<file path="src/shared/modem_rx_pkg.sv">
/*
 * Constants for the modem receive clock and data recovery block.
 * Assumes a 20 MHz system clock and a 1 us bit time on the line.
 */
package modem_rx_pkg;

	// System clock
	localparam int CLK_PERIOD_NS = 50;

	// Interval times in their own units
	localparam int  TRANS_PULSE_NS = 200;
	localparam int  WINDOW_NS      = 750;
	localparam int  RX_CLOCK_NS    = 250;
	localparam real LOS_TIME_US    = 1.5;

	// Counter width for all one-shot intervals
	localparam int CNT_W = 5;

	// Interval lengths in clock cycles, least times rounded up
	localparam logic [CNT_W-1:0] PULSE_CYC  = CNT_W'((TRANS_PULSE_NS + CLK_PERIOD_NS - 1) / CLK_PERIOD_NS);
	localparam logic [CNT_W-1:0] WINDOW_CYC = CNT_W'((WINDOW_NS + CLK_PERIOD_NS - 1) / CLK_PERIOD_NS);
	localparam logic [CNT_W-1:0] RXCLK_CYC  = CNT_W'((RX_CLOCK_NS + CLK_PERIOD_NS - 1) / CLK_PERIOD_NS);
	localparam logic [CNT_W-1:0] LOS_CYC    = CNT_W'(int'($ceil(LOS_TIME_US * 1000.0 / CLK_PERIOD_NS)));

	// Counter value after reset
	localparam logic [CNT_W-1:0] CNT_RST = 5'h00;

	// Received byte assembly and buffering
	localparam int BYTE_W     = 8;
	localparam int BIT_CNT_W  = 3;
	localparam int FIFO_DEPTH = 8;

	localparam logic [BIT_CNT_W-1:0] BIT_CNT_RST  = 3'h0;
	localparam logic [BIT_CNT_W-1:0] BIT_CNT_LAST = 3'h7;
	localparam logic [BYTE_W-1:0]    BYTE_RST     = 8'h00;

endpackage

</file>
<file path="src/shared/byte_stream_if.sv">
/*
 * Valid/ready byte stream between the recovery logic and its FIFO.
 * Assumes both ends run on the same system clock.
 */
`timescale 1ns/1ns
interface byte_stream_if #(
	parameter int W = 8
);
	logic [W-1:0] in_data;
	logic         in_valid;
	logic         in_ready;
	logic [W-1:0] out_data;
	logic         out_valid;
	logic         out_ready;

	modport prod (
		output in_data,
		output in_valid,
		input  in_ready,
		input  out_data,
		input  out_valid,
		output out_ready
	);

	modport fifo (
		input  in_data,
		input  in_valid,
		output in_ready,
		output out_data,
		output out_valid,
		input  out_ready
	);
endinterface

</file>
<file path="src/rx_byte_fifo.sv">
/*
 * Synchronous FIFO for received bytes, width and depth as parameters.
 * Assumes one clock and an active-low asynchronous reset.
 */
`timescale 1ns/1ns
module rx_byte_fifo #(
	parameter int W     = 8,
	parameter int DEPTH = 8
) (
	// Clock and reset
	input  wire logic clk_sys_i,
	input  wire logic nrst_i,
	// Stream ports
	byte_stream_if.fifo bus
);
	localparam int AW = $clog2(DEPTH);

	logic [W-1:0] mem [DEPTH];
	logic [AW:0]  wr_ptr_q;
	logic [AW:0]  rd_ptr_q;
	logic         full;
	logic         empty;
	logic         do_wr;
	logic         do_rd;

	assign empty = (wr_ptr_q == rd_ptr_q);
	assign full  = (wr_ptr_q[AW] != rd_ptr_q[AW]) && (wr_ptr_q[AW-1:0] == rd_ptr_q[AW-1:0]);
	assign do_wr = bus.in_valid && !full;
	assign do_rd = bus.out_ready && !empty;

	assign bus.in_ready  = !full;
	assign bus.out_valid = !empty;
	assign bus.out_data  = mem[rd_ptr_q[AW-1:0]];

	// Storage
	always_ff @(posedge clk_sys_i) begin
		if (do_wr) begin
			mem[wr_ptr_q[AW-1:0]] <= bus.in_data;
		end
	end

	// Write pointer
	always_ff @(posedge clk_sys_i or negedge nrst_i) begin
		if (!nrst_i) begin
			wr_ptr_q <= '0;
		end else if (do_wr) begin
			wr_ptr_q <= wr_ptr_q + 1'b1;
		end
	end

	// Read pointer
	always_ff @(posedge clk_sys_i or negedge nrst_i) begin
		if (!nrst_i) begin
			rd_ptr_q <= '0;
		end else if (do_rd) begin
			rd_ptr_q <= rd_ptr_q + 1'b1;
		end
	end
endmodule

</file>
<file path="src/modem_rx_clock_data_recovery.sv">
/*
 * Receive clock and data recovery for a transition-coded coaxial modem line.
 * Assumes the two complementary zero-crossing detector outputs arrive
 * asynchronously and the system clock oversamples the bit rate by twenty.
 */
// Overview of operation
// - Each rising detector edge gives one 200 ns pulse; both merge into one stream.
// - One pulse per bit period means a one, two pulses mean a zero.
// - Each pulse rise clocks the zero-detect flop; one outside a window starts a 750 ns window.
// - The window cannot be restarted or lengthened by pulses while active.
// - While receiving, the window spans the first three quarters of each bit.
// - Zero-detect samples the window on each pulse; set only in zero bits.
// - Received-bit flop loads zero-detect at each window start and holds one bit.
// - Recovered data output is the inverted received-bit flop.
// - No receive clock until two zeros in a row are seen.
// - Link-up stage loads zero-detect AND received-bit at each window start.
// - Clock enable loads link-up stage at next start, then holds until timeout.
// - Receive clock is inverted window gated by enable, 250 ns at bit end.
// - A 1.5 us retriggerable timer restarts at every window start.
// - Timer expiry clears zero-detect, link-up stage and clock enable.
`timescale 1ns/1ns
module modem_rx_clock_data_recovery #(
	parameter int FIFO_DEPTH = modem_rx_pkg::FIFO_DEPTH
) (
	// Clock and reset
	input  wire logic                            clk_sys_i,
	input  wire logic                            nrst_i,
	// Zero-crossing detector outputs
	input  wire logic                            det_pos_i,
	input  wire logic                            det_neg_i,
	// Recovered serial data and clock
	output logic                                 recovered_data_out_o,
	output logic                                 recovered_rx_clock_o,
	output logic                                 link_up_o,
	// Buffered received bytes
	output logic [modem_rx_pkg::BYTE_W-1:0]      byte_data_o,
	output logic                                 byte_valid_o,
	input  wire logic                            byte_ready_i,
	output logic                                 overrun_o
);
	localparam int CW = modem_rx_pkg::CNT_W;

	logic [1:0]          det_in;
	logic [1:0]          sync1_q;
	logic [1:0]          sync2_q;
	logic [1:0]          sync3_q;
	logic [2:0]          arm_q;
	logic [1:0]          det_rise;
	logic [CW-1:0]       pulse_cnt_q [2];
	logic [1:0]          pulse_act;
	logic                merged;
	logic                merged_q;
	logic                trans_rise;
	logic [CW-1:0]       win_cnt_q;
	logic                sample_window_pulse;
	logic                win_start;
	logic                zero_detect_ff_q;
	logic                rx_bit_q;
	logic                linkup_stage_ff_q;
	logic                clk_en_q;
	logic                rx_clk_q;
	logic [CW-1:0]       los_cnt_q;
	logic                los_fire;
	logic                bit_tick_q;
	logic [modem_rx_pkg::BYTE_W-1:0]    shift_q;
	logic [modem_rx_pkg::BIT_CNT_W-1:0] bit_cnt_q;
	logic [modem_rx_pkg::BYTE_W-1:0]    push_data_q;
	logic                push_q;
	logic                overrun_q;
	logic [CW-1:0]       idle_cnt_q;

	byte_stream_if #(.W(modem_rx_pkg::BYTE_W)) bstream ();

	assign det_in = {det_neg_i, det_pos_i};

	// Input synchronizers and edge history, edges masked until the history holds real samples
	always_ff @(posedge clk_sys_i or negedge nrst_i) begin
		if (!nrst_i) begin
			sync1_q <= 2'h0;
			sync2_q <= 2'h0;
			sync3_q <= 2'h0;
			arm_q   <= 3'h0;
		end else begin
			sync1_q <= det_in;
			sync2_q <= sync1_q;
			sync3_q <= sync2_q;
			arm_q   <= {arm_q[1:0], 1'b1};
		end
	end

	assign det_rise = sync2_q & ~sync3_q & {2{arm_q[2]}};

	// One non-retriggerable pulse shaper per detector
	for (genvar i = 0; i < 2; i++) begin : g_shaper
		always_ff @(posedge clk_sys_i or negedge nrst_i) begin
			if (!nrst_i) begin
				pulse_cnt_q[i] <= modem_rx_pkg::CNT_RST;
			end else if (det_rise[i] && pulse_cnt_q[i] == modem_rx_pkg::CNT_RST) begin
				pulse_cnt_q[i] <= modem_rx_pkg::PULSE_CYC;
			end else if (pulse_cnt_q[i] != modem_rx_pkg::CNT_RST) begin
				pulse_cnt_q[i] <= pulse_cnt_q[i] - 1'b1;
			end
		end
		assign pulse_act[i] = (pulse_cnt_q[i] != modem_rx_pkg::CNT_RST);
	end

	assign merged = |pulse_act;

	always_ff @(posedge clk_sys_i or negedge nrst_i) begin
		if (!nrst_i) begin
			merged_q <= 1'b0;
		end else begin
			merged_q <= merged;
		end
	end

	assign trans_rise = merged && !merged_q;

	// Sampling window one-shot
	assign sample_window_pulse = (win_cnt_q != modem_rx_pkg::CNT_RST);
	assign win_start           = trans_rise && !sample_window_pulse;

	always_ff @(posedge clk_sys_i or negedge nrst_i) begin
		if (!nrst_i) begin
			win_cnt_q <= modem_rx_pkg::CNT_RST;
		end else if (win_start) begin
			win_cnt_q <= modem_rx_pkg::WINDOW_CYC;
		end else if (sample_window_pulse) begin
			win_cnt_q <= win_cnt_q - 1'b1;
		end
	end

	// Zero-detect flop, a new pulse wins over the timeout clear
	always_ff @(posedge clk_sys_i or negedge nrst_i) begin
		if (!nrst_i) begin
			zero_detect_ff_q <= 1'b0;
		end else if (trans_rise) begin
			zero_detect_ff_q <= sample_window_pulse;
		end else if (los_fire) begin
			zero_detect_ff_q <= 1'b0;
		end
	end

	// Received-bit flop
	always_ff @(posedge clk_sys_i or negedge nrst_i) begin
		if (!nrst_i) begin
			rx_bit_q <= 1'b0;
		end else if (win_start) begin
			rx_bit_q <= zero_detect_ff_q;
		end
	end

	assign recovered_data_out_o = !rx_bit_q;

	// Link-up stage flop
	always_ff @(posedge clk_sys_i or negedge nrst_i) begin
		if (!nrst_i) begin
			linkup_stage_ff_q <= 1'b0;
		end else if (win_start) begin
			linkup_stage_ff_q <= zero_detect_ff_q && rx_bit_q;
		end else if (los_fire) begin
			linkup_stage_ff_q <= 1'b0;
		end
	end

	// Clock-enable latch, holds itself once set
	always_ff @(posedge clk_sys_i or negedge nrst_i) begin
		if (!nrst_i) begin
			clk_en_q <= 1'b0;
		end else if (win_start && linkup_stage_ff_q) begin
			clk_en_q <= 1'b1;
		end else if (los_fire) begin
			clk_en_q <= 1'b0;
		end
	end

	assign link_up_o = clk_en_q;

	// Receive clock
	always_ff @(posedge clk_sys_i or negedge nrst_i) begin
		if (!nrst_i) begin
			rx_clk_q <= 1'b0;
		end else begin
			rx_clk_q <= clk_en_q && !sample_window_pulse;
		end
	end

	assign recovered_rx_clock_o = rx_clk_q;

	// Retriggerable loss-of-signal timer
	assign los_fire = (los_cnt_q == 5'h01) && !win_start;

	always_ff @(posedge clk_sys_i or negedge nrst_i) begin
		if (!nrst_i) begin
			los_cnt_q <= modem_rx_pkg::CNT_RST;
		end else if (win_start) begin
			los_cnt_q <= modem_rx_pkg::LOS_CYC;
		end else if (los_cnt_q != modem_rx_pkg::CNT_RST) begin
			los_cnt_q <= los_cnt_q - 1'b1;
		end
	end

	// Bit tick one cycle after each window start
	always_ff @(posedge clk_sys_i or negedge nrst_i) begin
		if (!nrst_i) begin
			bit_tick_q <= 1'b0;
		end else begin
			bit_tick_q <= win_start;
		end
	end

	// Byte assembly, least significant bit first, only while clocked
	always_ff @(posedge clk_sys_i or negedge nrst_i) begin
		if (!nrst_i) begin
			shift_q   <= modem_rx_pkg::BYTE_RST;
			bit_cnt_q <= modem_rx_pkg::BIT_CNT_RST;
		end else if (!clk_en_q) begin
			bit_cnt_q <= modem_rx_pkg::BIT_CNT_RST;
		end else if (bit_tick_q) begin
			shift_q   <= {recovered_data_out_o, shift_q[modem_rx_pkg::BYTE_W-1:1]};
			bit_cnt_q <= bit_cnt_q + 1'b1;
		end
	end

	// Byte push into the FIFO
	always_ff @(posedge clk_sys_i or negedge nrst_i) begin
		if (!nrst_i) begin
			push_q      <= 1'b0;
			push_data_q <= modem_rx_pkg::BYTE_RST;
		end else if (clk_en_q && bit_tick_q && bit_cnt_q == modem_rx_pkg::BIT_CNT_LAST) begin
			push_q      <= 1'b1;
			push_data_q <= {recovered_data_out_o, shift_q[modem_rx_pkg::BYTE_W-1:1]};
		end else begin
			push_q <= 1'b0;
		end
	end

	// Overrun when a byte meets a full FIFO, cleared on link loss
	always_ff @(posedge clk_sys_i or negedge nrst_i) begin
		if (!nrst_i) begin
			overrun_q <= 1'b0;
		end else if (push_q && !bstream.in_ready) begin
			overrun_q <= 1'b1;
		end else if (los_fire) begin
			overrun_q <= 1'b0;
		end
	end

	assign overrun_o         = overrun_q;
	assign bstream.in_data   = push_data_q;
	assign bstream.in_valid  = push_q;
	assign bstream.out_ready = byte_ready_i;
	assign byte_data_o       = bstream.out_data;
	assign byte_valid_o      = bstream.out_valid;

	rx_byte_fifo #(
		.W     (modem_rx_pkg::BYTE_W),
		.DEPTH (FIFO_DEPTH)
	) u_fifo (
		.clk_sys_i (clk_sys_i),
		.nrst_i    (nrst_i),
		.bus       (bstream)
	);

	// Cycles since the last window start, for checking only
	always_ff @(posedge clk_sys_i or negedge nrst_i) begin
		if (!nrst_i) begin
			idle_cnt_q <= modem_rx_pkg::CNT_RST;
		end else if (win_start) begin
			idle_cnt_q <= modem_rx_pkg::CNT_RST;
		end else if (idle_cnt_q != 5'h1f) begin
			idle_cnt_q <= idle_cnt_q + 1'b1;
		end
	end

	// Checks
	property p_pulse_len;
		@(posedge clk_sys_i) disable iff (!nrst_i)
		$rose(pulse_act[0]) |-> pulse_act[0][*4] ##1 !pulse_act[0];
	endproperty
	a_pulse_len: assert property (p_pulse_len) else $error("Detector pulse not 200 ns");

	property p_merge;
		@(posedge clk_sys_i) disable iff (!nrst_i)
		det_rise[1] && !pulse_act[1] |=> (merged && pulse_act[1]) [*4] ##1 !pulse_act[1];
	endproperty
	a_merge: assert property (p_merge) else $error("Pulse streams not merged");

	property p_window_len;
		@(posedge clk_sys_i) disable iff (!nrst_i)
		$rose(sample_window_pulse) |-> ##14 sample_window_pulse ##1 !sample_window_pulse;
	endproperty
	a_window_len: assert property (p_window_len) else $error("Window not 750 ns");

	property p_no_retrigger;
		@(posedge clk_sys_i) disable iff (!nrst_i)
		trans_rise && sample_window_pulse |=> win_cnt_q == $past(win_cnt_q) - 5'h01;
	endproperty
	a_no_retrigger: assert property (p_no_retrigger) else $error("Window restarted while active");

	property p_zero_detect;
		@(posedge clk_sys_i) disable iff (!nrst_i)
		trans_rise |=> zero_detect_ff_q == $past(sample_window_pulse);
	endproperty
	a_zero_detect: assert property (p_zero_detect) else $error("Zero-detect sampled wrongly");

	property p_rx_bit;
		@(posedge clk_sys_i) disable iff (!nrst_i)
		win_start && zero_detect_ff_q |=> !recovered_data_out_o;
	endproperty
	a_rx_bit: assert property (p_rx_bit) else $error("Zero bit not driven low");

	property p_stage;
		@(posedge clk_sys_i) disable iff (!nrst_i)
		win_start |=> linkup_stage_ff_q == $past(zero_detect_ff_q && rx_bit_q);
	endproperty
	a_stage: assert property (p_stage) else $error("Link-up stage loaded wrongly");

	property p_enable_cause;
		@(posedge clk_sys_i) disable iff (!nrst_i)
		$rose(clk_en_q) |-> $past(linkup_stage_ff_q) && $past(win_start);
	endproperty
	a_enable_cause: assert property (p_enable_cause) else $error("Clock enabled without link-up");

	property p_enable_hold;
		@(posedge clk_sys_i) disable iff (!nrst_i)
		clk_en_q && !los_fire |=> clk_en_q;
	endproperty
	a_enable_hold: assert property (p_enable_hold) else $error("Clock enable dropped early");

	property p_rx_clock;
		@(posedge clk_sys_i) disable iff (!nrst_i)
		recovered_rx_clock_o |-> $past(clk_en_q) && !$past(sample_window_pulse);
	endproperty
	a_rx_clock: assert property (p_rx_clock) else $error("Receive clock not gated");

	property p_los_time;
		@(posedge clk_sys_i) disable iff (!nrst_i)
		los_fire |-> idle_cnt_q == 5'h1d;
	endproperty
	a_los_time: assert property (p_los_time) else $error("Timeout not 1.5 us after last start");

	property p_los_clear;
		@(posedge clk_sys_i) disable iff (!nrst_i)
		los_fire && !trans_rise |=> !zero_detect_ff_q && !linkup_stage_ff_q && !clk_en_q;
	endproperty
	a_los_clear: assert property (p_los_clear) else $error("Timeout did not clear link-up");
endmodule

</file>
<file path="config.mk">
export PLATFORM = sky130hd
export DESIGN_NAME = modem_rx_clock_data_recovery
export DESIGN_NICKNAME = d
export VERILOG_FILES = /design/src/shared/modem_rx_pkg.sv /design/src/shared/byte_stream_if.sv /design/src/rx_byte_fifo.sv /design/src/modem_rx_clock_data_recovery.sv
export SDC_FILE = /design/constraint.sdc
export NUM_CORES = 1
export LEC_CHECK = 0
export BUFFER_PORTS_ARGS = -buffer_cell sky130_fd_sc_hd__clkbuf_2
export CORE_AREA = 4 4 136 138
export CTS_CLUSTER_SIZE = 40
export DETAILED_ROUTE_END_ITERATION = 7
export DIE_AREA = 0 0 140 142
export PLACE_DENSITY = 0.53
export SYNTH_ARGS = -nofsm -noshare
export SYNTH_HDL_FRONTEND = slang
export SYNTH_SLANG_ARGS = --single-unit
</file>
<file path="constraint.sdc">
create_clock -name clk_sys_i -period 7.1 [get_ports clk_sys_i]
set_input_delay 0 -clock clk_sys_i [delete_from_list [all_inputs] [get_ports clk_sys_i]]
set_output_delay 0 -clock clk_sys_i [all_outputs]
set_load 0.005 [all_outputs]
</file>
* Yosys cells after proc, flatten, opt, wreduce, memory -nomap -nowiden
Memories as Yosys holds them, arrays and structs flattened.
Index checks and enable logic that the tools add are counted.
** Word-level totals
- Memories kept :: 1
- Input bits :: 5
- Flip-flop bits (word level) :: 65
- Output and inout bits :: 13
- Logic and storage cells :: 93
- Memory bits (writable) :: 64
** Operators by class
- Bitwise operators :: 3
- Equal/unequal tests :: 6
- Reduce and logical (&&, ||, !) cells :: 36
- Mux-type cells :: 18
- $add $sub $neg :: 7
** Memories
- u_fifo.mem :: words 8, width 8, rd ports 1, clocked after memory_dff 0, wr ports 1, line rx_byte_fifo.sv:18 : logic [W-1:0] mem [DEPTH];
** Operators with widths (number)
- $mux 5 :: 8
- $reduce_bool 5->1 :: 4
- $sub 5x1->5 const B :: 4
- $reduce_bool 2->1 :: 8
- $logic_and 1x1->1 :: 14
- $logic_not 5->1 :: 2
- $add 4x1->4 const B :: 2
- $mux 1 :: 8
- $logic_not 1->1 :: 6
- $mux 3 :: 2
- $eq 5x1->1 const B :: 1
- $and 2x2->2 :: 2
- $eq 4x4->1 :: 1
- $add 3x1->3 const B :: 1
- $eq 3x3->1 :: 1
- $eq 3x3->1 const B :: 1
- $ne 2x1->1 const B :: 1
- $not 2->2 :: 1
- $reduce_and 2->1 :: 1
- $reduce_or 2->1 :: 1
- $ne 1x1->1 :: 1

* Longest topological paths before layout
- Word-level depth :: 8
- Depth in mapped cells :: 8

* Cells and area by module
Synthesis repeated with hierarchy kept, for this count alone.
** Unflattened totals
- Cell total of the unflattened synthesis :: 331
- Area total of the unflattened synthesis :: 5236.3 um^2
** Modules (own cells, without submodules)
- rx_byte_fifo :: area each 3016.6 um^2, instances 1, cells each 153
- modem_rx_clock_data_recovery :: area each 2219.6 um^2, instances 1, cells each 178

* Least setup slack after synthesis
Ideal clock, no wire load.
- Path type :: register -> register
- Start point :: register u_fifo.rd_ptr_q[0]
- End point :: memory u_fifo.mem[4][0] (enable)
- Slack :: 4.842 ns
- Clock period less this slack :: 2.258 ns
- Arrival time :: 1.875 ns
- Data required time :: 6.717 ns
- Path buffers :: 1
- Cell stages (with the launch flop) :: 6
- Library setup time :: 0.383 ns
- Cell sequence :: dfrtp_1 -> buf_4 -> xor2_1 -> o41ai_4 -> or2_1 -> nor3_1
** On the way
- Longest elaborated chain between the ends :: 6
** RTL lines
- start: declaration :: line rx_byte_fifo.sv:20 : logic [AW:0] rd_ptr_q;
- start signal: assignment :: line rx_byte_fifo.sv:56 : rd_ptr_q <= rd_ptr_q + 1'b1;
- $eq 3x3->1 :: line rx_byte_fifo.sv:27 : assign full = (wr_ptr_q[AW] != rd_ptr_q[AW]) && (wr_ptr_q[AW-1:0] == rd_ptr_q[AW-1:0]);
- $logic_and 1x1->1 :: line rx_byte_fifo.sv:27
- $logic_not 1->1 :: line rx_byte_fifo.sv:28 : assign do_wr = bus.in_valid && !full;
- $logic_and 1x1->1 :: line rx_byte_fifo.sv:28
- $mux 1 :: line rx_byte_fifo.sv:37 : if (do_wr) begin
- $mux 1 (not written as such) :: line rx_byte_fifo.sv:38 : mem[wr_ptr_q[AW-1:0]] <= bus.in_data;
- end: declaration :: line rx_byte_fifo.sv:18
Every way passes these cells.

* Final worst setup path
- Start point :: register u_fifo.rd_ptr_q[1]
- End point :: memory u_fifo.mem[4][0] (enable)
Same word-level chain as after synthesis.

==> out/summary.log <==
[status] run status completed
[clock_network] clock tree from TritonCTS done
[floorplan] number of rows in the core area 48
[worst_setup_path] worst reg2reg startpoint u_fifo.rd_ptr_q[1]
[clock_network] TritonCTS buffer count 17
[worst_setup_path] worst setup slack for register-to-register paths 4140 ps
[detailed_routing] Via Count 2626
[synthesis] Async SR Flop Fraction 50.00%
[grt] Overall Global Routing Usage 9.548%
[clock_network] buffer levels on the longest clock path 2
[sta] RSZ-0062 raised after global routing no
[floorplan] floorplan die width 140 um
[min_path] Worst Hold Path Cells 2
[floorplan] Initial Utilization 29.91%
[floorplan] IO Pins 18
[cells_and_area] fraction of final layout cells sized beyond drive strength 1 27.12%
[grt] maximum number of pins on one net before global-route repair 65
[clock_network] clock tree root driver cell sky130_fd_sc_hd__clkbuf_16
[clock_network] hold bufs inserted after CTS 4
[synthesis] number of warnings printed during yosys synthesis 0
[run] reported max-cap violation count 0
[worst_setup_path] startpoint class of the critical path flop
[synthesis] ys flop type sky130_fd_sc_hd__edfxtp_1
[place] Final Wtd Congestion 0.7385
[worst_setup_path] critical path buffer and inverter count 0
[detailed_routing] number of DRC violations after detailed-routing iteration 0 89
[clock_network] number of H-tree levels 4
[cells_and_area] most frequent cells in the layout 64 x sky130_fd_sc_hd__dfrtp_1, 64 x sky130_fd_sc_hd__edfxtp_1, 23 x sky130_fd_sc_hd__nand2_1
[cells_and_area] total number of nets in the final design 366
[worst_setup_path] Critical-path top delay cell sky130_fd_sc_hd__dfrtp_1
[sta] setup ws final 4144 ps
[worst_setup_path] delay-heaviest family, CP simple AND/OR/NAND/NOR gates
[place] half-perimeter wire length after placement 5.999 mm
[power] power per unit of standard cell area 319.5 nW/um^2
[sta] time the final worst path needs with I/O delays and setup 2956 ps
[worst_setup_path] number of cells on the worst reg-to-reg path 4
[power] Leakage 0.002253 uW
[clock_network] Clock Pin Slew Worst Setup and Hold Paths 60 ps
[power] worst IR drop on VDD 0.1709 mV
[floorplan] Die Footprint 19880 sq um
[grt] initial antenna violation count 0
[sta] # setup viols final 0
[synthesis] Post-Synthesis Cells 318
[synthesis] number of flops mapped to enable cells by yosys 64
[detailed_routing] vias per cell 4.451
[synthesis] number of distinct library cells after synthesis 44
[grt] vias in the first global route 2695
[place] worst setup timing slack at the placement stage 4104 ps
[detailed_routing] number of nets still failing antenna checks after routing 0
[grt] wire length of the first global-routing pass 14.26 mm
[sta] worst rel slew slack 26.92%
[worst_setup_path] critical path endpoint category flop
[synthesis] syn nets 332
[grt] total congestion overflow after global routing 0
[sta] ratio of final minimum period to clock period 41.63%
[detailed_routing] total wire length after detailed routing 8.766 mm
[sta] Tightest Pin Transition 1088 ps
[worst_setup_path] endpoint of the worst-slack reg-to-reg timing path u_fifo.mem[4][0]
[min_path] hold endpoint sync1_q[0]
[clock_network] post_cts resized 0
[detailed_routing] wire length per cell 14.86 um
[clock_network] clock latency on the worst-skew pair 410 ps
[worst_setup_path] longest individual stage delay on the worst path 890 ps
[cells_and_area] Area Growth Syn to Fin 19.17%
[place] number of input and output port buffers inserted 17
[synthesis] Avg Synthesized Cell Area 16.16 sq um
[sta] worst clock skew 7.589 ps
[floorplan] core region area 17180 sq um
[worst_setup_path] CP Class flop to flop
[cells_and_area] number of filler cells placed in the layout 1682
[clock_network] postcts setup bufs 0
[min_path] startpoint of the tightest hold check path det_pos_i
[sta] Highest Clock Rate 0.3383 GHz
[sta] max-slew violation count 0
[worst_setup_path] CP Data Arrival Time 2980 ps
[floorplan] die extent in y 142 um
[synthesis] post-synthesis register bit count 128
[sta] hold violation total from the final report 0
[worst_setup_path] cells along the critical path xor2_1 -> o41ai_4 -> or2_1 -> nor3_1
[worst_setup_path] data required time of the critical path 7130 ps
[cells_and_area] ANT cells 0
[cells_and_area] FF/Latch Area 3523 sq um
[power] Pwr Total 1956 uW
[clock_network] clock sinks 128
[synthesis] share of the yosys chip area belonging to registers 68.58%
[synthesis] area of the mapped netlist 5137 sq um
[detailed_routing] number of optimization iterations in the first detailed-route pass 4
[detailed_routing] DRC Markers 0
[sta] Final TNS setup 0 ps
[cells_and_area] multi-input gate area in the final layout 1515 sq um
[min_path] Tightest Hold Check Type input pin to flop
[sta] hold slack 231.1 ps
[worst_setup_path] peak fanout along the critical path 20
==> report_power, final <==
group          internal (uW)  switching, uW
Combinational           91.2           98.4
Clock                    556            324
Sequential               831           55.5
Total                   1480            478
==> cell usage after synthesis, drive strengths merged (2+ instances only) <==
cell | number | area share [%]
dfrtp | 64 | 31
edfxtp | 64 | 37
nand2 | 24 | 1.9
mux2 | 23 | 5.0
mux4 | 16 | 7.0
nor2 | 16 | 1.2
inv | 14 | 1.1
xor2 | 10 | 1.7
ha | 9 | 2.2
a21oi | 8 | 0.85
o21ai | 8 | 0.78
nand3 | 6 | 0.58
nor3 | 6 | 0.68
xnor2 | 6 | 1.0
clkbuf | 5 | 0.39
mux2i | 5 | 0.97
nand2b | 4 | 0.49
a21boi | 3 | 0.44
buf | 3 | 0.46
nor4 | 3 | 0.37
nor4b | 3 | 1.2
and2 | 2 | 0.24
nand3b | 2 | 0.29
nor2b | 2 | 0.24
o41ai | 2 | 0.85
or4b | 2 | 0.39
==> kinds of logic (layout without fill, tap and decap cells) <==
family,after synthesis,count (layout),synth area share [%]
DFF,128,128,68.58
muxes,44,44,13.03
and+or+nand+nor,72,72,7.818
other,1,1,0.07299
buffers and inverters,22,69,1.924
xor gates and xnor gates,16,16,2.728
adders and majority gates,9,9,2.192
AOI/OAI and AO/OA,26,26,3.654
==> stage by stage <==
stage,cell area [sq um],instances,util (%)
after CTS,6122,590,35.64
after detailed placement,5475,554,31.88
after global routing,6122,590,35.64
after floorplan,5137,318,-
after global placement,5475,554,31.88
final,6122,590,35.64
==> worst max-delay path by stage <==
| stage | from | endpoint | slack [ps] | depth (start not counted) |
|---|---|---|---|---|
| floorplan | u_fifo.rd_ptr_q[0] | u_fifo.mem[4][0] | 4840 | 5 |
| global placement | u_fifo.rd_ptr_q[1] | u_fifo.mem[4][6] | 4160 | 4 |
| detailed placement | u_fifo.rd_ptr_q[1] | u_fifo.mem[4][6] | 4100 | 4 |
| CTS | u_fifo.rd_ptr_q[1] | u_fifo.mem[4][0] | 4100 | 4 |
| global route | u_fifo.rd_ptr_q[1] | u_fifo.mem[4][2] | 3920 | 4 |
| finish | u_fifo.rd_ptr_q[1] | u_fifo.mem[4][0] | 4140 | 4 |
==> layout make-up <==
| class | instances | area share (%) |
|---|---|---|
| Clock buffer | 17 | 6.949 |
| Tap cell | 225 | 4.598 |
| Clock inverter | 15 | 2.963 |
| Inverter | 14 | 0.8992 |
| Sequential cell | 128 | 57.55 |
| Timing Repair Buffer | 23 | 2.289 |
| Multi-Input combinational cell | 168 | 24.75 |
==> registers in the layout, indices dropped and copies added, names as in the netlist <==
signal / flops
u_fifo.wr_ptr_q: 4
sync1_q: 2
link_up_o: 1
bstream.in_data: 8
merged_q: 1
u_fifo.mem: 64
sync3_q: 2
recovered_rx_clock_o: 1
u_fifo.rd_ptr_q: 4
shift_q: 7
zero_detect_ff_q: 1
rx_bit_q: 1
win_cnt_q: 5
pulse_cnt_q: 10
linkup_stage_ff_q: 1
overrun_o: 1
bit_tick_q: 1
arm_q: 3
los_cnt_q: 5
sync2_q: 2
bit_cnt_q: 3
bstream.in_valid: 1
==> worst register-to-register path, stage by stage, from the launching register on <==
cell and delay (ps):
sky130_fd_sc_hd__dfrtp_1 890, sky130_fd_sc_hd__xor2_1 400, sky130_fd_sc_hd__o41ai_4 190, sky130_fd_sc_hd__or2_1 270
sky130_fd_sc_hd__nor3_1 830
==> per-layer routing <==
metal	global-route usage, %	share of wire (%)	vias to the layer above
li1	-	-	1240
met3	3.663	3.9	10
met1	11.16	44	1331
met2	15.55	51	45
met4	4.640	1.7	0
met5	0	0	-
Note: power is estimated with default switching activity, not from simulation.
